--- src/cal_loader_cfg.svh ---
// Constants for the calibration loader: addresses, timings, reset values
// Assumes inclusion by bare name from the package and testbench files
`ifndef CAL_LOADER_CFG_SVH
`define CAL_LOADER_CFG_SVH

// Register offsets on the AXI4-Lite bus
`define OFS_SETUP         12'h000
`define OFS_OFFSET_DAC    12'h004
`define OFS_SPAN_DAC      12'h008
`define OFS_OFFSET_TEMPCO 12'h00C
`define OFS_SPAN_TEMPCO   12'h010
`define OFS_STATUS        12'h014
`define OFS_CONTROL       12'h018
`define OFS_TEMP_INDEX    12'h01C

// Status and control field positions
`define ST_PROTECTED_BIT  0
`define ST_BUSY_BIT       1
`define ST_LOADED_BIT     2
`define CTL_LOAD_BIT      0

// Memory layout (byte addresses, high byte at the lower address)
`define NVM_ADDR_W        10
`define OFFSET_TBL_BASE   10'h000
`define OFFSET_TBL_LAST   10'h15F
`define SPAN_LOW_BASE     10'h200
`define SPAN_HIGH_BASE    10'h1A0
`define SPAN_SPLIT_INDEX  8'h80
`define SETUP_ADDR        10'h162
`define OFFSET_TC_ADDR    10'h166
`define SPAN_TC_ADDR      10'h168
`define PROTECT_ADDR      10'h16E

// Index limits and protect byte values
`define INDEX_MIN         8'h00
`define INDEX_MAX         8'hAF
`define PROTECT_LOCKED    8'hFF
`define PROTECT_OPEN      8'h00

// Refresh interval
`define REFRESH_US        1000
`define CLK_MHZ           50
`define REFRESH_CYCLES    (`REFRESH_US * `CLK_MHZ)

// Reset value of calibration registers
`define CAL_RESET         16'h0000

`endif

--- src/cal_loader_pkg.sv ---
// Types shared by the calibration loader files
// Assumes the constants header is on the include path
`include "cal_loader_cfg.svh"
package cal_loader_pkg;

  // Load sequencer states, Gray coded along the load path
  typedef enum logic [3:0] {
    ST_IDLE     = 4'b0000,
    ST_PROTECT  = 4'b0001,
    ST_SETUP    = 4'b0011,
    ST_OFS_TC   = 4'b0010,
    ST_SPAN_TC  = 4'b0110,
    ST_OFS_DAC  = 4'b0111,
    ST_SPAN_DAC = 4'b0101,
    ST_DONE     = 4'b0100
  } load_state_t;

  // The five calibration registers
  typedef struct packed {
    logic [15:0] setup;
    logic [15:0] offset_dac_reg;
    logic [15:0] span_dac_reg;
    logic [15:0] offset_tempco_reg;
    logic [15:0] span_tempco_reg;
  } calibration_regs_t;

  // Byte read request to memory
  typedef struct packed {
    logic                    valid;
    logic [`NVM_ADDR_W-1:0]  addr;
  } nvm_req_t;

  // Byte read answer from memory
  typedef struct packed {
    logic       valid;
    logic [7:0] data;
  } nvm_rsp_t;

endpackage : cal_loader_pkg

--- src/temp_indexed_calibration_loader.sv ---
// Calibration register loader with temperature-indexed lookup tables
// Assumes a byte-wide memory with one-request answers, an AXI4-Lite master
// on the same clock, and an 8-bit temperature code refreshed by the converter
//
// Register access over AXI4-Lite and the address map were decided locally.
`timescale 1ns/1ps
module temp_indexed_calibration_loader #(
  parameter int REFRESH_CYCLES = `REFRESH_CYCLES,
  parameter int GAIN_W         = 4
) (
  // Clock, reset, enable
  input  wire logic                    aclk,
  input  wire logic                    aresetn,
  input  wire logic                    clk_en,
  // Override pin and temperature code
  input  wire logic                    unlock_pin,
  input  wire logic [7:0]              temp_code,
  output logic                         index_sample,
  // Byte memory port
  output cal_loader_pkg::nvm_req_t     nvm_req,
  input  cal_loader_pkg::nvm_rsp_t     nvm_rsp,
  // Calibration outputs
  output cal_loader_pkg::calibration_regs_t cal_out,
  output logic [GAIN_W-1:0]            coarse_gain,
  // AXI4-Lite write address and data
  input  wire logic                    s_axi_awvalid,
  output logic                         s_axi_awready,
  input  wire logic [11:0]             s_axi_awaddr,
  input  wire logic                    s_axi_wvalid,
  output logic                         s_axi_wready,
  input  wire logic [31:0]             s_axi_wdata,
  input  wire logic [3:0]              s_axi_wstrb,
  // AXI4-Lite write response
  output logic                         s_axi_bvalid,
  input  wire logic                    s_axi_bready,
  output logic [1:0]                   s_axi_bresp,
  // AXI4-Lite read
  input  wire logic                    s_axi_arvalid,
  output logic                         s_axi_arready,
  input  wire logic [11:0]             s_axi_araddr,
  output logic                         s_axi_rvalid,
  input  wire logic                    s_axi_rready,
  output logic [31:0]                  s_axi_rdata,
  output logic [1:0]                   s_axi_rresp
);
  import cal_loader_pkg::*;

  initial begin
    if (REFRESH_CYCLES < 2) $error("REFRESH_CYCLES too small");
    if (GAIN_W < 1 || GAIN_W > 16) $error("GAIN_W out of range");
  end

  localparam int TW = $clog2(REFRESH_CYCLES + 1);

  // Clamp an index into the table range without wrap
  function automatic logic [7:0] clamp_index(input logic [7:0] idx);
    clamp_index = (idx > `INDEX_MAX) ? `INDEX_MAX : idx;
  endfunction : clamp_index

  // Word offset to byte address
  function automatic logic [`NVM_ADDR_W-1:0] word_addr(input logic [7:0] idx);
    word_addr = {1'b0, idx, 1'b0};
  endfunction : word_addr

  // Override pin synchroniser
  logic unlock_meta, unlock_sync;
  always_ff @(posedge aclk) begin
    if (!aresetn) begin
      unlock_meta <= 1'b0;
      unlock_sync <= 1'b0;
    end else if (clk_en) begin
      unlock_meta <= unlock_pin;
      unlock_sync <= unlock_meta;
    end
  end

  // Temperature code synchroniser
  logic [7:0] temp_meta, temp_sync;
  always_ff @(posedge aclk) begin
    if (!aresetn) begin
      temp_meta <= 8'h00;
      temp_sync <= 8'h00;
    end else if (clk_en) begin
      temp_meta <= temp_code;
      temp_sync <= temp_meta;
    end
  end

  // State of loader and registers
  load_state_t             state, next_state;
  logic [TW-1:0]           timer, next_timer;
  logic [7:0]              temp_index, next_temp_index;
  logic [7:0]              write_protect_byte, next_write_protect_byte;
  logic                    loaded, next_loaded;
  logic                    tick;
  calibration_regs_t       calibration_regs, next_calibration_regs;
  logic                    rd_start;
  logic [`NVM_ADDR_W-1:0]  rd_addr;
  logic                    rd_done;
  logic [15:0]             rd_data;
  logic                    protected_mode;
  logic                    sw_load;
  logic                    wr_fire;
  logic [11:0]             wr_addr;
  logic [31:0]             wr_data;

  // Protected only with locked byte and override low
  assign protected_mode = (write_protect_byte == `PROTECT_LOCKED) && !unlock_sync;

  // 1 ms timer and index capture
  assign tick = (timer == TW'(REFRESH_CYCLES - 1));
  always_comb begin
    next_timer      = tick ? '0 : timer + TW'(1);
    next_temp_index = tick ? temp_sync : temp_index;
  end

  // Span table address with split layout
  function automatic logic [`NVM_ADDR_W-1:0] span_addr(input logic [7:0] idx);
    logic [7:0] c;
    c = clamp_index(idx);
    if (c < `SPAN_SPLIT_INDEX)
      span_addr = `SPAN_LOW_BASE + word_addr(c);
    else
      span_addr = `SPAN_HIGH_BASE + word_addr(c - `SPAN_SPLIT_INDEX);
  endfunction : span_addr

  // Load sequencer
  always_comb begin
    next_state              = state;
    next_loaded             = loaded;
    next_write_protect_byte = write_protect_byte;
    next_calibration_regs   = calibration_regs;
    rd_start                = 1'b0;
    rd_addr                 = `PROTECT_ADDR;
    case (state)
      ST_IDLE: begin
        if (!loaded || (tick && protected_mode) || sw_load)
          next_state = ST_PROTECT;
      end
      ST_PROTECT: begin
        rd_start = 1'b1;
        rd_addr  = `PROTECT_ADDR;
        if (rd_done) begin
          next_write_protect_byte = rd_data[15:8];
          next_state = (rd_data[15:8] == `PROTECT_LOCKED && !unlock_sync)
                       ? ST_SETUP : ST_DONE;
        end
      end
      ST_SETUP: begin
        rd_start = 1'b1;
        rd_addr  = `SETUP_ADDR;
        if (rd_done) begin
          next_calibration_regs.setup = rd_data;
          next_state = ST_OFS_TC;
        end
      end
      ST_OFS_TC: begin
        rd_start = 1'b1;
        rd_addr  = `OFFSET_TC_ADDR;
        if (rd_done) begin
          next_calibration_regs.offset_tempco_reg = rd_data;
          next_state = ST_SPAN_TC;
        end
      end
      ST_SPAN_TC: begin
        rd_start = 1'b1;
        rd_addr  = `SPAN_TC_ADDR;
        if (rd_done) begin
          next_calibration_regs.span_tempco_reg = rd_data;
          next_state = ST_OFS_DAC;
        end
      end
      ST_OFS_DAC: begin
        rd_start = 1'b1;
        rd_addr  = `OFFSET_TBL_BASE + word_addr(clamp_index(temp_index));
        if (rd_done) begin
          next_calibration_regs.offset_dac_reg = rd_data;
          next_state = ST_SPAN_DAC;
        end
      end
      ST_SPAN_DAC: begin
        rd_start = 1'b1;
        rd_addr  = span_addr(temp_index);
        if (rd_done) begin
          next_calibration_regs.span_dac_reg = rd_data;
          next_state = ST_DONE;
        end
      end
      ST_DONE: begin
        next_loaded = 1'b1;
        next_state  = ST_IDLE;
      end
      default: next_state = ST_IDLE;
    endcase
    // Host writes land only when unprotected
    if (wr_fire && !protected_mode) begin
      case (wr_addr)
        `OFS_SETUP:         next_calibration_regs.setup             = wr_data[15:0];
        `OFS_OFFSET_DAC:    next_calibration_regs.offset_dac_reg    = wr_data[15:0];
        `OFS_SPAN_DAC:      next_calibration_regs.span_dac_reg      = wr_data[15:0];
        `OFS_OFFSET_TEMPCO: next_calibration_regs.offset_tempco_reg = wr_data[15:0];
        `OFS_SPAN_TEMPCO:   next_calibration_regs.span_tempco_reg   = wr_data[15:0];
        default: ;
      endcase
    end
  end

  // Sequencer registers
  always_ff @(posedge aclk) begin
    if (!aresetn) begin
      state              <= ST_IDLE;
      timer              <= '0;
      temp_index         <= `INDEX_MIN;
      write_protect_byte <= `PROTECT_OPEN;
      loaded             <= 1'b0;
      calibration_regs   <= {5{`CAL_RESET}};
    end else if (clk_en) begin
      state              <= next_state;
      timer              <= next_timer;
      temp_index         <= next_temp_index;
      write_protect_byte <= next_write_protect_byte;
      loaded             <= next_loaded;
      calibration_regs   <= next_calibration_regs;
    end
  end

  // Word reader; start pulses once per state entry
  logic rd_pending;
  always_ff @(posedge aclk) begin
    if (!aresetn) rd_pending <= 1'b0;
    else if (clk_en) rd_pending <= rd_start && !rd_done;
  end

  nvm_word_reader u_reader (
    .aclk      (aclk),
    .aresetn   (aresetn),
    .clk_en    (clk_en),
    .start     (rd_start && !rd_pending),
    .base_addr (rd_addr),
    .word_done (rd_done),
    .word_data (rd_data),
    .nvm_req   (nvm_req),
    .nvm_rsp   (nvm_rsp)
  );

  // Outputs: coarse gain from setup, span DAC applied separately
  assign cal_out      = calibration_regs;
  assign coarse_gain  = calibration_regs.setup[GAIN_W-1:0];
  assign index_sample = tick;

  // AXI4-Lite write channel state
  logic aw_held, next_aw_held, w_held, next_w_held, bvalid, next_bvalid;
  logic [11:0] awaddr_q, next_awaddr_q;
  logic [31:0] wdata_q, next_wdata_q;
  logic [1:0]  bresp_q, next_bresp_q;

  assign s_axi_awready = !aw_held && !bvalid;
  assign s_axi_wready  = !w_held && !bvalid;
  assign wr_fire = (aw_held || (s_axi_awvalid && s_axi_awready)) &&
                   (w_held  || (s_axi_wvalid  && s_axi_wready)) && !bvalid;
  assign wr_addr = aw_held ? awaddr_q : s_axi_awaddr;
  assign wr_data = w_held  ? wdata_q  : s_axi_wdata;
  assign sw_load = wr_fire && wr_addr == `OFS_CONTROL && wr_data[`CTL_LOAD_BIT];

  // Write handshake, either order
  always_comb begin
    next_aw_held  = aw_held;
    next_w_held   = w_held;
    next_awaddr_q = awaddr_q;
    next_wdata_q  = wdata_q;
    next_bvalid   = bvalid;
    next_bresp_q  = bresp_q;
    if (s_axi_awvalid && s_axi_awready) begin
      next_aw_held  = 1'b1;
      next_awaddr_q = s_axi_awaddr;
    end
    if (s_axi_wvalid && s_axi_wready) begin
      next_w_held  = 1'b1;
      next_wdata_q = s_axi_wdata;
    end
    if (wr_fire) begin
      next_aw_held = 1'b0;
      next_w_held  = 1'b0;
      next_bvalid  = 1'b1;
      next_bresp_q = (wr_addr[1:0] != 2'b00 || wr_addr > `OFS_TEMP_INDEX)
                     ? 2'b10 : 2'b00;
    end else if (bvalid && s_axi_bready) begin
      next_bvalid = 1'b0;
    end
  end

  // Read channel
  logic rvalid, next_rvalid;
  logic [31:0] rdata_q, next_rdata_q;
  logic [1:0]  rresp_q, next_rresp_q;
  assign s_axi_arready = !rvalid;

  always_comb begin
    next_rvalid  = rvalid;
    next_rdata_q = rdata_q;
    next_rresp_q = rresp_q;
    if (s_axi_arvalid && s_axi_arready) begin
      next_rvalid  = 1'b1;
      next_rresp_q = 2'b00;
      case (s_axi_araddr)
        `OFS_SETUP:         next_rdata_q = {16'h0000, calibration_regs.setup};
        `OFS_OFFSET_DAC:    next_rdata_q = {16'h0000, calibration_regs.offset_dac_reg};
        `OFS_SPAN_DAC:      next_rdata_q = {16'h0000, calibration_regs.span_dac_reg};
        `OFS_OFFSET_TEMPCO: next_rdata_q = {16'h0000, calibration_regs.offset_tempco_reg};
        `OFS_SPAN_TEMPCO:   next_rdata_q = {16'h0000, calibration_regs.span_tempco_reg};
        `OFS_STATUS:        next_rdata_q = {29'h0000_0000, loaded, state != ST_IDLE,
                                            protected_mode};
        `OFS_CONTROL:       next_rdata_q = 32'h0000_0000;
        `OFS_TEMP_INDEX:    next_rdata_q = {24'h00_0000, temp_index};
        default: begin
          next_rdata_q = 32'h0000_0000;
          next_rresp_q = 2'b10;
        end
      endcase
    end else if (rvalid && s_axi_rready) begin
      next_rvalid = 1'b0;
    end
  end

  // Bus registers
  always_ff @(posedge aclk) begin
    if (!aresetn) begin
      aw_held  <= 1'b0;
      w_held   <= 1'b0;
      awaddr_q <= 12'h000;
      wdata_q  <= 32'h0000_0000;
      bvalid   <= 1'b0;
      bresp_q  <= 2'b00;
      rvalid   <= 1'b0;
      rdata_q  <= 32'h0000_0000;
      rresp_q  <= 2'b00;
    end else if (clk_en) begin
      aw_held  <= next_aw_held;
      w_held   <= next_w_held;
      awaddr_q <= next_awaddr_q;
      wdata_q  <= next_wdata_q;
      bvalid   <= next_bvalid;
      bresp_q  <= next_bresp_q;
      rvalid   <= next_rvalid;
      rdata_q  <= next_rdata_q;
      rresp_q  <= next_rresp_q;
    end
  end

  assign s_axi_bvalid = bvalid;
  assign s_axi_bresp  = bresp_q;
  assign s_axi_rvalid = rvalid;
  assign s_axi_rdata  = rdata_q;
  assign s_axi_rresp  = rresp_q;

endmodule : temp_indexed_calibration_loader

--- src/nvm_word_reader.sv ---
// Assembles one 16-bit word from two adjacent memory bytes
// Assumes a byte memory answering each request with a later valid
`timescale 1ns/1ps
module nvm_word_reader (
  // Clock and reset
  input  wire logic                    aclk,
  input  wire logic                    aresetn,
  input  wire logic                    clk_en,
  // Word request
  input  wire logic                    start,
  input  wire logic [`NVM_ADDR_W-1:0]  base_addr,
  output logic                         word_done,
  output logic [15:0]                  word_data,
  // Byte memory port
  output cal_loader_pkg::nvm_req_t     nvm_req,
  input  cal_loader_pkg::nvm_rsp_t     nvm_rsp
);
  import cal_loader_pkg::*;

  logic                    busy, next_busy;
  logic                    second, next_second;
  logic                    issue, next_issue;
  logic [`NVM_ADDR_W-1:0]  addr, next_addr;
  logic [15:0]             data, next_data;
  logic                    done, next_done;

  // Two byte fetches, high byte first
  always_comb begin
    next_busy   = busy;
    next_second = second;
    next_issue  = 1'b0;
    next_addr   = addr;
    next_data   = data;
    next_done   = 1'b0;
    if (!busy && start) begin
      next_busy   = 1'b1;
      next_second = 1'b0;
      next_issue  = 1'b1;
      next_addr   = base_addr;
    end else if (busy && nvm_rsp.valid) begin
      if (!second) begin
        next_data[15:8] = nvm_rsp.data;
        next_second     = 1'b1;
        next_issue      = 1'b1;
        next_addr       = addr + `NVM_ADDR_W'(1);
      end else begin
        next_data[7:0] = nvm_rsp.data;
        next_busy      = 1'b0;
        next_done      = 1'b1;
      end
    end
  end

  // Registers
  always_ff @(posedge aclk) begin
    if (!aresetn) begin
      busy   <= 1'b0;
      second <= 1'b0;
      issue  <= 1'b0;
      addr   <= '0;
      data   <= '0;
      done   <= 1'b0;
    end else if (clk_en) begin
      busy   <= next_busy;
      second <= next_second;
      issue  <= next_issue;
      addr   <= next_addr;
      data   <= next_data;
      done   <= next_done;
    end
  end

  assign nvm_req.valid = issue;
  assign nvm_req.addr  = addr;
  assign word_done     = done;
  assign word_data     = data;

endmodule : nvm_word_reader

--- config.mk ---
export PLATFORM = sky130hd
export DESIGN_NAME = temp_indexed_calibration_loader
export DESIGN_NICKNAME = d
export VERILOG_FILES = /design/src/cal_loader_pkg.sv /design/src/temp_indexed_calibration_loader.sv /design/src/nvm_word_reader.sv
export VERILOG_INCLUDE_DIRS = /design/src /design/src/src
export SDC_FILE = /design/constraint.sdc
export NUM_CORES = 1
export LEC_CHECK = 0
export BUFFER_PORTS_ARGS = -buffer_cell sky130_fd_sc_hd__buf_4
export CORE_MARGIN = 5
export CORE_UTILIZATION = 51
export DETAILED_ROUTE_END_ITERATION = 12
export PLACE_DENSITY = 0.78
export SYNTH_ARGS = -nofsm -noshare
export SYNTH_HDL_FRONTEND = slang
export SYNTH_SLANG_ARGS = --single-unit
export TNS_END_PERCENT = 20
--- constraint.sdc ---
create_clock -name aclk -period 2.2 [get_ports aclk]
set_input_delay 0.44 -clock aclk [delete_from_list [all_inputs] [get_ports aclk]]
set_output_delay 0.44 -clock aclk [all_outputs]
set_load 0.01 [all_outputs]
==> results of run 1 <==
-- synth_stat cells (5+ instances only) --
cell type / count
xor2_1: 9
nand3b_1: 44
nand2_1: 227
nand4_1: 11
mux2_2: 12
clkbuf_1: 74
a222oi_1: 5
and2_1: 9
buf_2: 15
o21ai_1: 5
nor3_1: 13
o2111ai_1: 17
nor2b_1: 64
xnor2_1: 6
nor2_2: 10
buf_1: 8
o311ai_0: 28
dfxtp_1: 215
a22oi_1: 7
o21ai_0: 53
and3_1: 27
nor2_1: 97
a31oi_1: 6
inv_1: 7
a21oi_1: 45
nand2b_1: 36
mux2i_1: 96
buf_4: 24
nand3_1: 66
a21boi_0: 51
o31a_1: 17
-- state kept, by name, summed over array words and instances, names as in the netlist, 3 cells and up --
signal              count
u_reader.word_data     16
cal_out                80
u_reader.addr          10
temp_meta               8
temp_sync               8
wdata_q                16
state                   3
s_axi_rdata            16
temp_index              8
write_protect_byte      8
awaddr_q               12
timer                  16
-- metrics by stage --
stage               power, mW  setup slack, ns  cells
detailed placement       4.89           -0.199   1828
floorplan                4.60          0.00594   1403
global placement         4.87           -0.121   1828
finish                   9.56           -0.166   1875
CTS                      9.57           -0.181   1875
global route             9.81           -0.223   1875
-- logic make-up after synthesis --
kind of cell	after synthesis	synth area share, %
AOI/OAI and AO/OA	272	16.7
xor gates and xnor gates	15	1.15
adders and majority gates	3	0.329
buffers and inverters	129	5.26
DFF	215	37.7
muxes	111	10.2
other	1	0.0328
and+or+nand+nor	640	28.6
-- worst max-delay path, cell delays in order, from the launching register on --
cell and delay [ns]:
dfxtp_2 0.32, or4b_4 0.55, nor4_4 0.28, buf_4 0.17
buf_6 0.10
-- per-layer routing --
metal  vias to the layer above  wire length, µm  global-route usage, %
met2                       560            17400                   45.9
li1                       5258                -                      -
met1                      5353            14300                   34.1
met4                         0             1590                   11.1
met5                         -                0                      0
met3                       101             3390                   5.44
-- final timing paths --
kind                        start               to  cells after the start
setup / recovery         timer[4]     index_sample                      4
hold / removal       temp_code[0]     temp_meta[0]                      3
setup reg to reg          aw_held       cal_out[1]                      7
hold reg to reg   s_axi_rdata[10]  s_axi_rdata[10]                      2
-- layout make-up --
| type | count | share of cell area, % |
|---|---|---|
| sequential | 215 | 29.9 |
| multi-input combinational | 1059 | 46.1 |
| clock buffer | 30 | 4.75 |
| timing repair buffer | 270 | 14.8 |
| tap | 280 | 2.43 |
| inverter | 7 | 0.182 |
| clock inverter | 14 | 1.80 |
-- power by group through the flow --
stage	clock, mW	sequential [mW]	combinational (mW)
after floorplan	0	4.10	0.504
after global placement	0	4.11	0.758
after detailed placement	0	4.12	0.772
after CTS	4.76	4.03	0.779
after global routing	4.91	4.04	0.852
final	4.74	4.03	0.788
-- what timing repair did --
item | in CTS | in global routing
gates resized for setup | 9 | 6
buffers inserted | 3 | 0
endpoints found under the setup margin | 2 | 6
pin swaps | 1 | 1
==> metrics.md, run 1 <==
| Metric | Value |
|---|---|
| Area share of the largest cell type after synthesis | `37.7%` |
| Rows | `54` |
| Design area | `14400 µm²` |
| Commonest non-fill, non-tap cell in the layout | `buf_4` |
| DP Wirelength | `26.4 mm` |
| Most area-hungry cell type in the Yosys netlist | `dfxtp_1` |
| Setup TNS | `-0.166 ns` |
| CTS max path bufs | `3` |
| Top cells by area, synth | `dfxtp_1 38%, mux2i_1 8.4%, nand2_1 7.5%` |
| Routed Antenna Nets | `0` |
| Commonest cells after routing, fill and taps aside | `260 x buf_4, 227 x nand2_1, 211 x dfxtp_1` |
| Vias | `11300` |
| H-tree depth reported by CTS | `1` |
| P_int | `7.33 mW` |
| Largest net degree at the start of global routing | `81` |
| Hold_buf cts | `0` |
| Pre-antenna DRT Iters | `8` |
| Post-synthesis cell count | `1386` |
| Max VDD drop | `496 µV` |
| Setup WS post-layout | `-0.166 ns` |
| Sequential fraction of the synthesis area | `37.7%` |
| Max Cap Viol | `0` |
| Clock Sinks | `215` |
| # DRC | `0` |
| Drt total wl | `36.7 mm` |
| RSZ-0062 raised after global routing | `true` |
| Unique masters post-synth | `75` |
| Ant. Diodes | `0` |
| Yosys warning count | `0` |
| Worst setup EP type | `primary output` |
| Yosys reg bits | `215` |
| CTS buffer count | `24` |
| # setup viols final | `1` |
| PwrDens | `664 nW/µm²` |
| R2R Setup Slk | `0.13 ns` |
| Slew Limit Fails | `0` |
| Initial core utilization | `52.0%` |
| Die Area | `25500 µm²` |
| Avg WL per Cell | `19.6 µm` |
| Hold Fails Final Rpt | `0` |
| Status | `complete, but fails checks` |
| Worst-Skew Late Latency | `0.52 ns` |
| Instance area after placement | `13400 µm²` |
| Chip width | `160 µm` |
| Initial antenna violation count | `0` |
| Sw frac | `23.3%` |
| Least-Margin Pin Slew | `0.824 ns` |
| Part of the power in registers | `42.2%` |
| Layout cells sized above 1 | `22.9%` |
| Area occupied by multi-input gates | `6630 µm²` |
| Number of flops mapped to enable cells by yosys | `0` |
| Critical Path AT | `1.93 ns` |
| Post-synthesis cell area | `11400 µm²` |
| Die Y | `160 µm` |
| Final Util | `65.6%` |
| Worst-path clk slew | `0.06 ns` |
| Slew margin rel. | `45.0%` |
| Period utilization | `108%` |
| Grt ovf | `0` |
| Logic pwr share | `8.2%` |
| Gr usage total | `27.2%` |
| Asr flop ratio synth | `0%` |
| Area growth, synth to finish | `26.0%` |
| Worst Hold Slack | `0.181 ns` |
| Fmax | `0.423 GHz` |
| Core Area | `22000 µm²` |
| # port buffers | `184` |
| First-pass GRT wire length | `57.5 mm` |
| Failing checks | `setup timing` |
| Clock power frac | `49.6%` |
| CP max FO | `2` |
| Clock Skews | `0.00926 ns` |
| Hold crit path type | `input pin to flip-flop` |
| Final RePlAce weighted congestion | `0.918` |
| Storage cell area | `4310 µm²` |
| Vias per cell | `6.01` |
| Tmin final | `2.37 ns` |
| Top_reg_cell synth | `dfxtp_1` |
| DRT iter0 DRCs | `1225` |
| Leakage power | `5.78 nW` |
| CTS Root Cell | `clkbuf_16` |
| Nets | `1666` |
| CP required | `1.76 ns` |
| CTS tree | `yes` |
| Startpoint types | `flip-flop` |
| Vias in the first global route | `10900` |
| P_sw | `2.23 mW` |
| Kind of critical path | `flip-flop to primary output` |
| Syn avg cell area | `8.24 µm²` |
| Io pins | `223` |
| # fillers | `1804` |
No activity file was read; power rests on OpenSTA's default activity.
==> inputs of run 2 (changes only) <==
SKIP_LAST_GASP = 1   (was default)
==> metrics.md, run 2 (same netlist as run 1, synthesis figures left out) <==
| Metric | Value |
|---|---|
| # fillers | `1803` |
| Gr usage total | `27.2%` |
| CP required | `1.76 ns` |
| Clock Sinks | `215` |
| CTS buffer count | `24` |
| Startpoint types | `flip-flop` |
| Area occupied by multi-input gates | `6630 µm²` |
| Grt ovf | `0` |
| Commonest cells after routing, fill and taps aside | `260 x buf_4, 227 x nand2_1, 210 x dfxtp_1` |
| Drt total wl | `36.7 mm` |
| Vias per cell | `6.03` |
| Fmax | `0.418 GHz` |
| RSZ-0062 raised after global routing | `true` |
| Status | `complete, but fails checks` |
| Die Y | `160 µm` |
| Failing checks | `setup timing` |
| Pre-antenna DRT Iters | `8` |
| Initial antenna violation count | `0` |
| Kind of critical path | `flip-flop to primary output` |
| Die Area | `25500 µm²` |
| Worst-path clk slew | `0.06 ns` |
| CTS tree | `yes` |
| Rows | `54` |
| Setup WS post-layout | `-0.194 ns` |
| Max VDD drop | `492 µV` |
| Slew margin rel. | `43.3%` |
| First-pass GRT wire length | `57.5 mm` |
| DP Wirelength | `26.4 mm` |
| Clock Skews | `0.00789 ns` |
| Largest net degree at the start of global routing | `81` |
| Max reg flops | `80` |
| Period utilization | `109%` |
| Leakage power | `5.79 nW` |
| Vias in the first global route | `10900` |
| Vias | `11300` |
| DRT iter0 DRCs | `1129` |
| Worst Hold Slack | `0.181 ns` |
| Final RePlAce weighted congestion | `0.918` |
| # DRC | `0` |
| Avg WL per Cell | `19.6 µm` |
| Critical Path AT | `1.95 ns` |
| Hold Fails Final Rpt | `0` |
| Initial core utilization | `52.0%` |
| Max Cap Viol | `0` |
| PwrDens | `664 nW/µm²` |
| Commonest non-fill, non-tap cell in the layout | `buf_4` |
| Tmin final | `2.39 ns` |
| Layout cells sized above 1 | `23.1%` |
| Storage cell area | `4310 µm²` |
| Least-Margin Pin Slew | `0.851 ns` |
| # setup viols final | `1` |
| Hold_buf cts | `0` |
| CP max FO | `2` |
| Io pins | `223` |
| Worst-Skew Late Latency | `0.52 ns` |
| Routed Antenna Nets | `0` |
| Slew Limit Fails | `0` |
| Worst setup EP type | `primary output` |
| Area growth, synth to finish | `26.0%` |
| Chip width | `160 µm` |
| Core Area | `22000 µm²` |
| # port buffers | `184` |
| Pre-CTS setup slack | `-0.199 ns` |
| Hold crit path type | `input pin to flip-flop` |
| H-tree depth reported by CTS | `1` |
| CTS Root Cell | `clkbuf_16` |
| Nets | `1666` |
| Ant. Diodes | `0` |
| CTS max path bufs | `3` |
-- run 2: changes by cell type in the layout (fill, tap and decap cells not counted) --
cell     change
dfxtp_1      -1
ha_4         -1
ha_2         +1
or4_4        +1
dfxtp_2      +1
or4_1        -1
-- run 2: per-layer routing --
layer  global-route usage [%]  wire (µm)
met5                        0          0
met1                     34.0      14300
met4                     11.1       1620
met2                     45.9      17400
met3                     5.44       3390
-- run 2: area by class of cell --
type / count / area share (%)
sequential: 215 / 29.9
timing repair buffer: 270 / 14.8
multi-input combinational: 1059 / 46.0
inverter: 7 / 0.183
tap: 280 / 2.43
clock inverter: 14 / 1.80
clock buffer: 30 / 4.76
-- run 2: final timing paths --
check                        from         endpoint  cells after the start  slack [ns]
setup reg to reg          aw_held      cal_out[28]                      8        0.14
hold reg to reg   s_axi_rdata[10]  s_axi_rdata[10]                      2        0.45
setup / recovery        timer[11]     index_sample                      4       -0.19
hold / removal       temp_code[0]     temp_meta[0]                      3        0.18
-- run 2: what timing repair did --
item,in CTS,in global routing
setup endpoints to repair,2,80
buffers inserted,3,0
pin swaps,1,3
gates resized for setup,6,10
-- run 2: power breakdown --
part,internal [mW],switching (mW)
Sequential,3.97,0.0679
Combinational,0.335,0.451
Clock,3.03,1.70
-- run 2: worst max-delay path, stage by stage, from the launching register on --
cell     delay (ns)
dfxtp_2        0.32
or4b_4         0.54
nor4_4         0.30
buf_4          0.17
buf_6          0.10
-- run 2: stage by stage --
step | setup TNS [ns] | utilization [%] | cell area, µm² | power [mW] | cells
floorplan | 0 | - | 11500 | 4.60 | 1403
global placement | -7.82 | 61.0 | 13400 | 4.87 | 1828
detailed placement | -11.00 | 61.0 | 13400 | 4.89 | 1828
CTS | -0.207 | 65.5 | 14400 | 9.57 | 1875
global route | -0.245 | 65.5 | 14400 | 9.80 | 1875
finish | -0.194 | 65.5 | 14400 | 9.55 | 1875
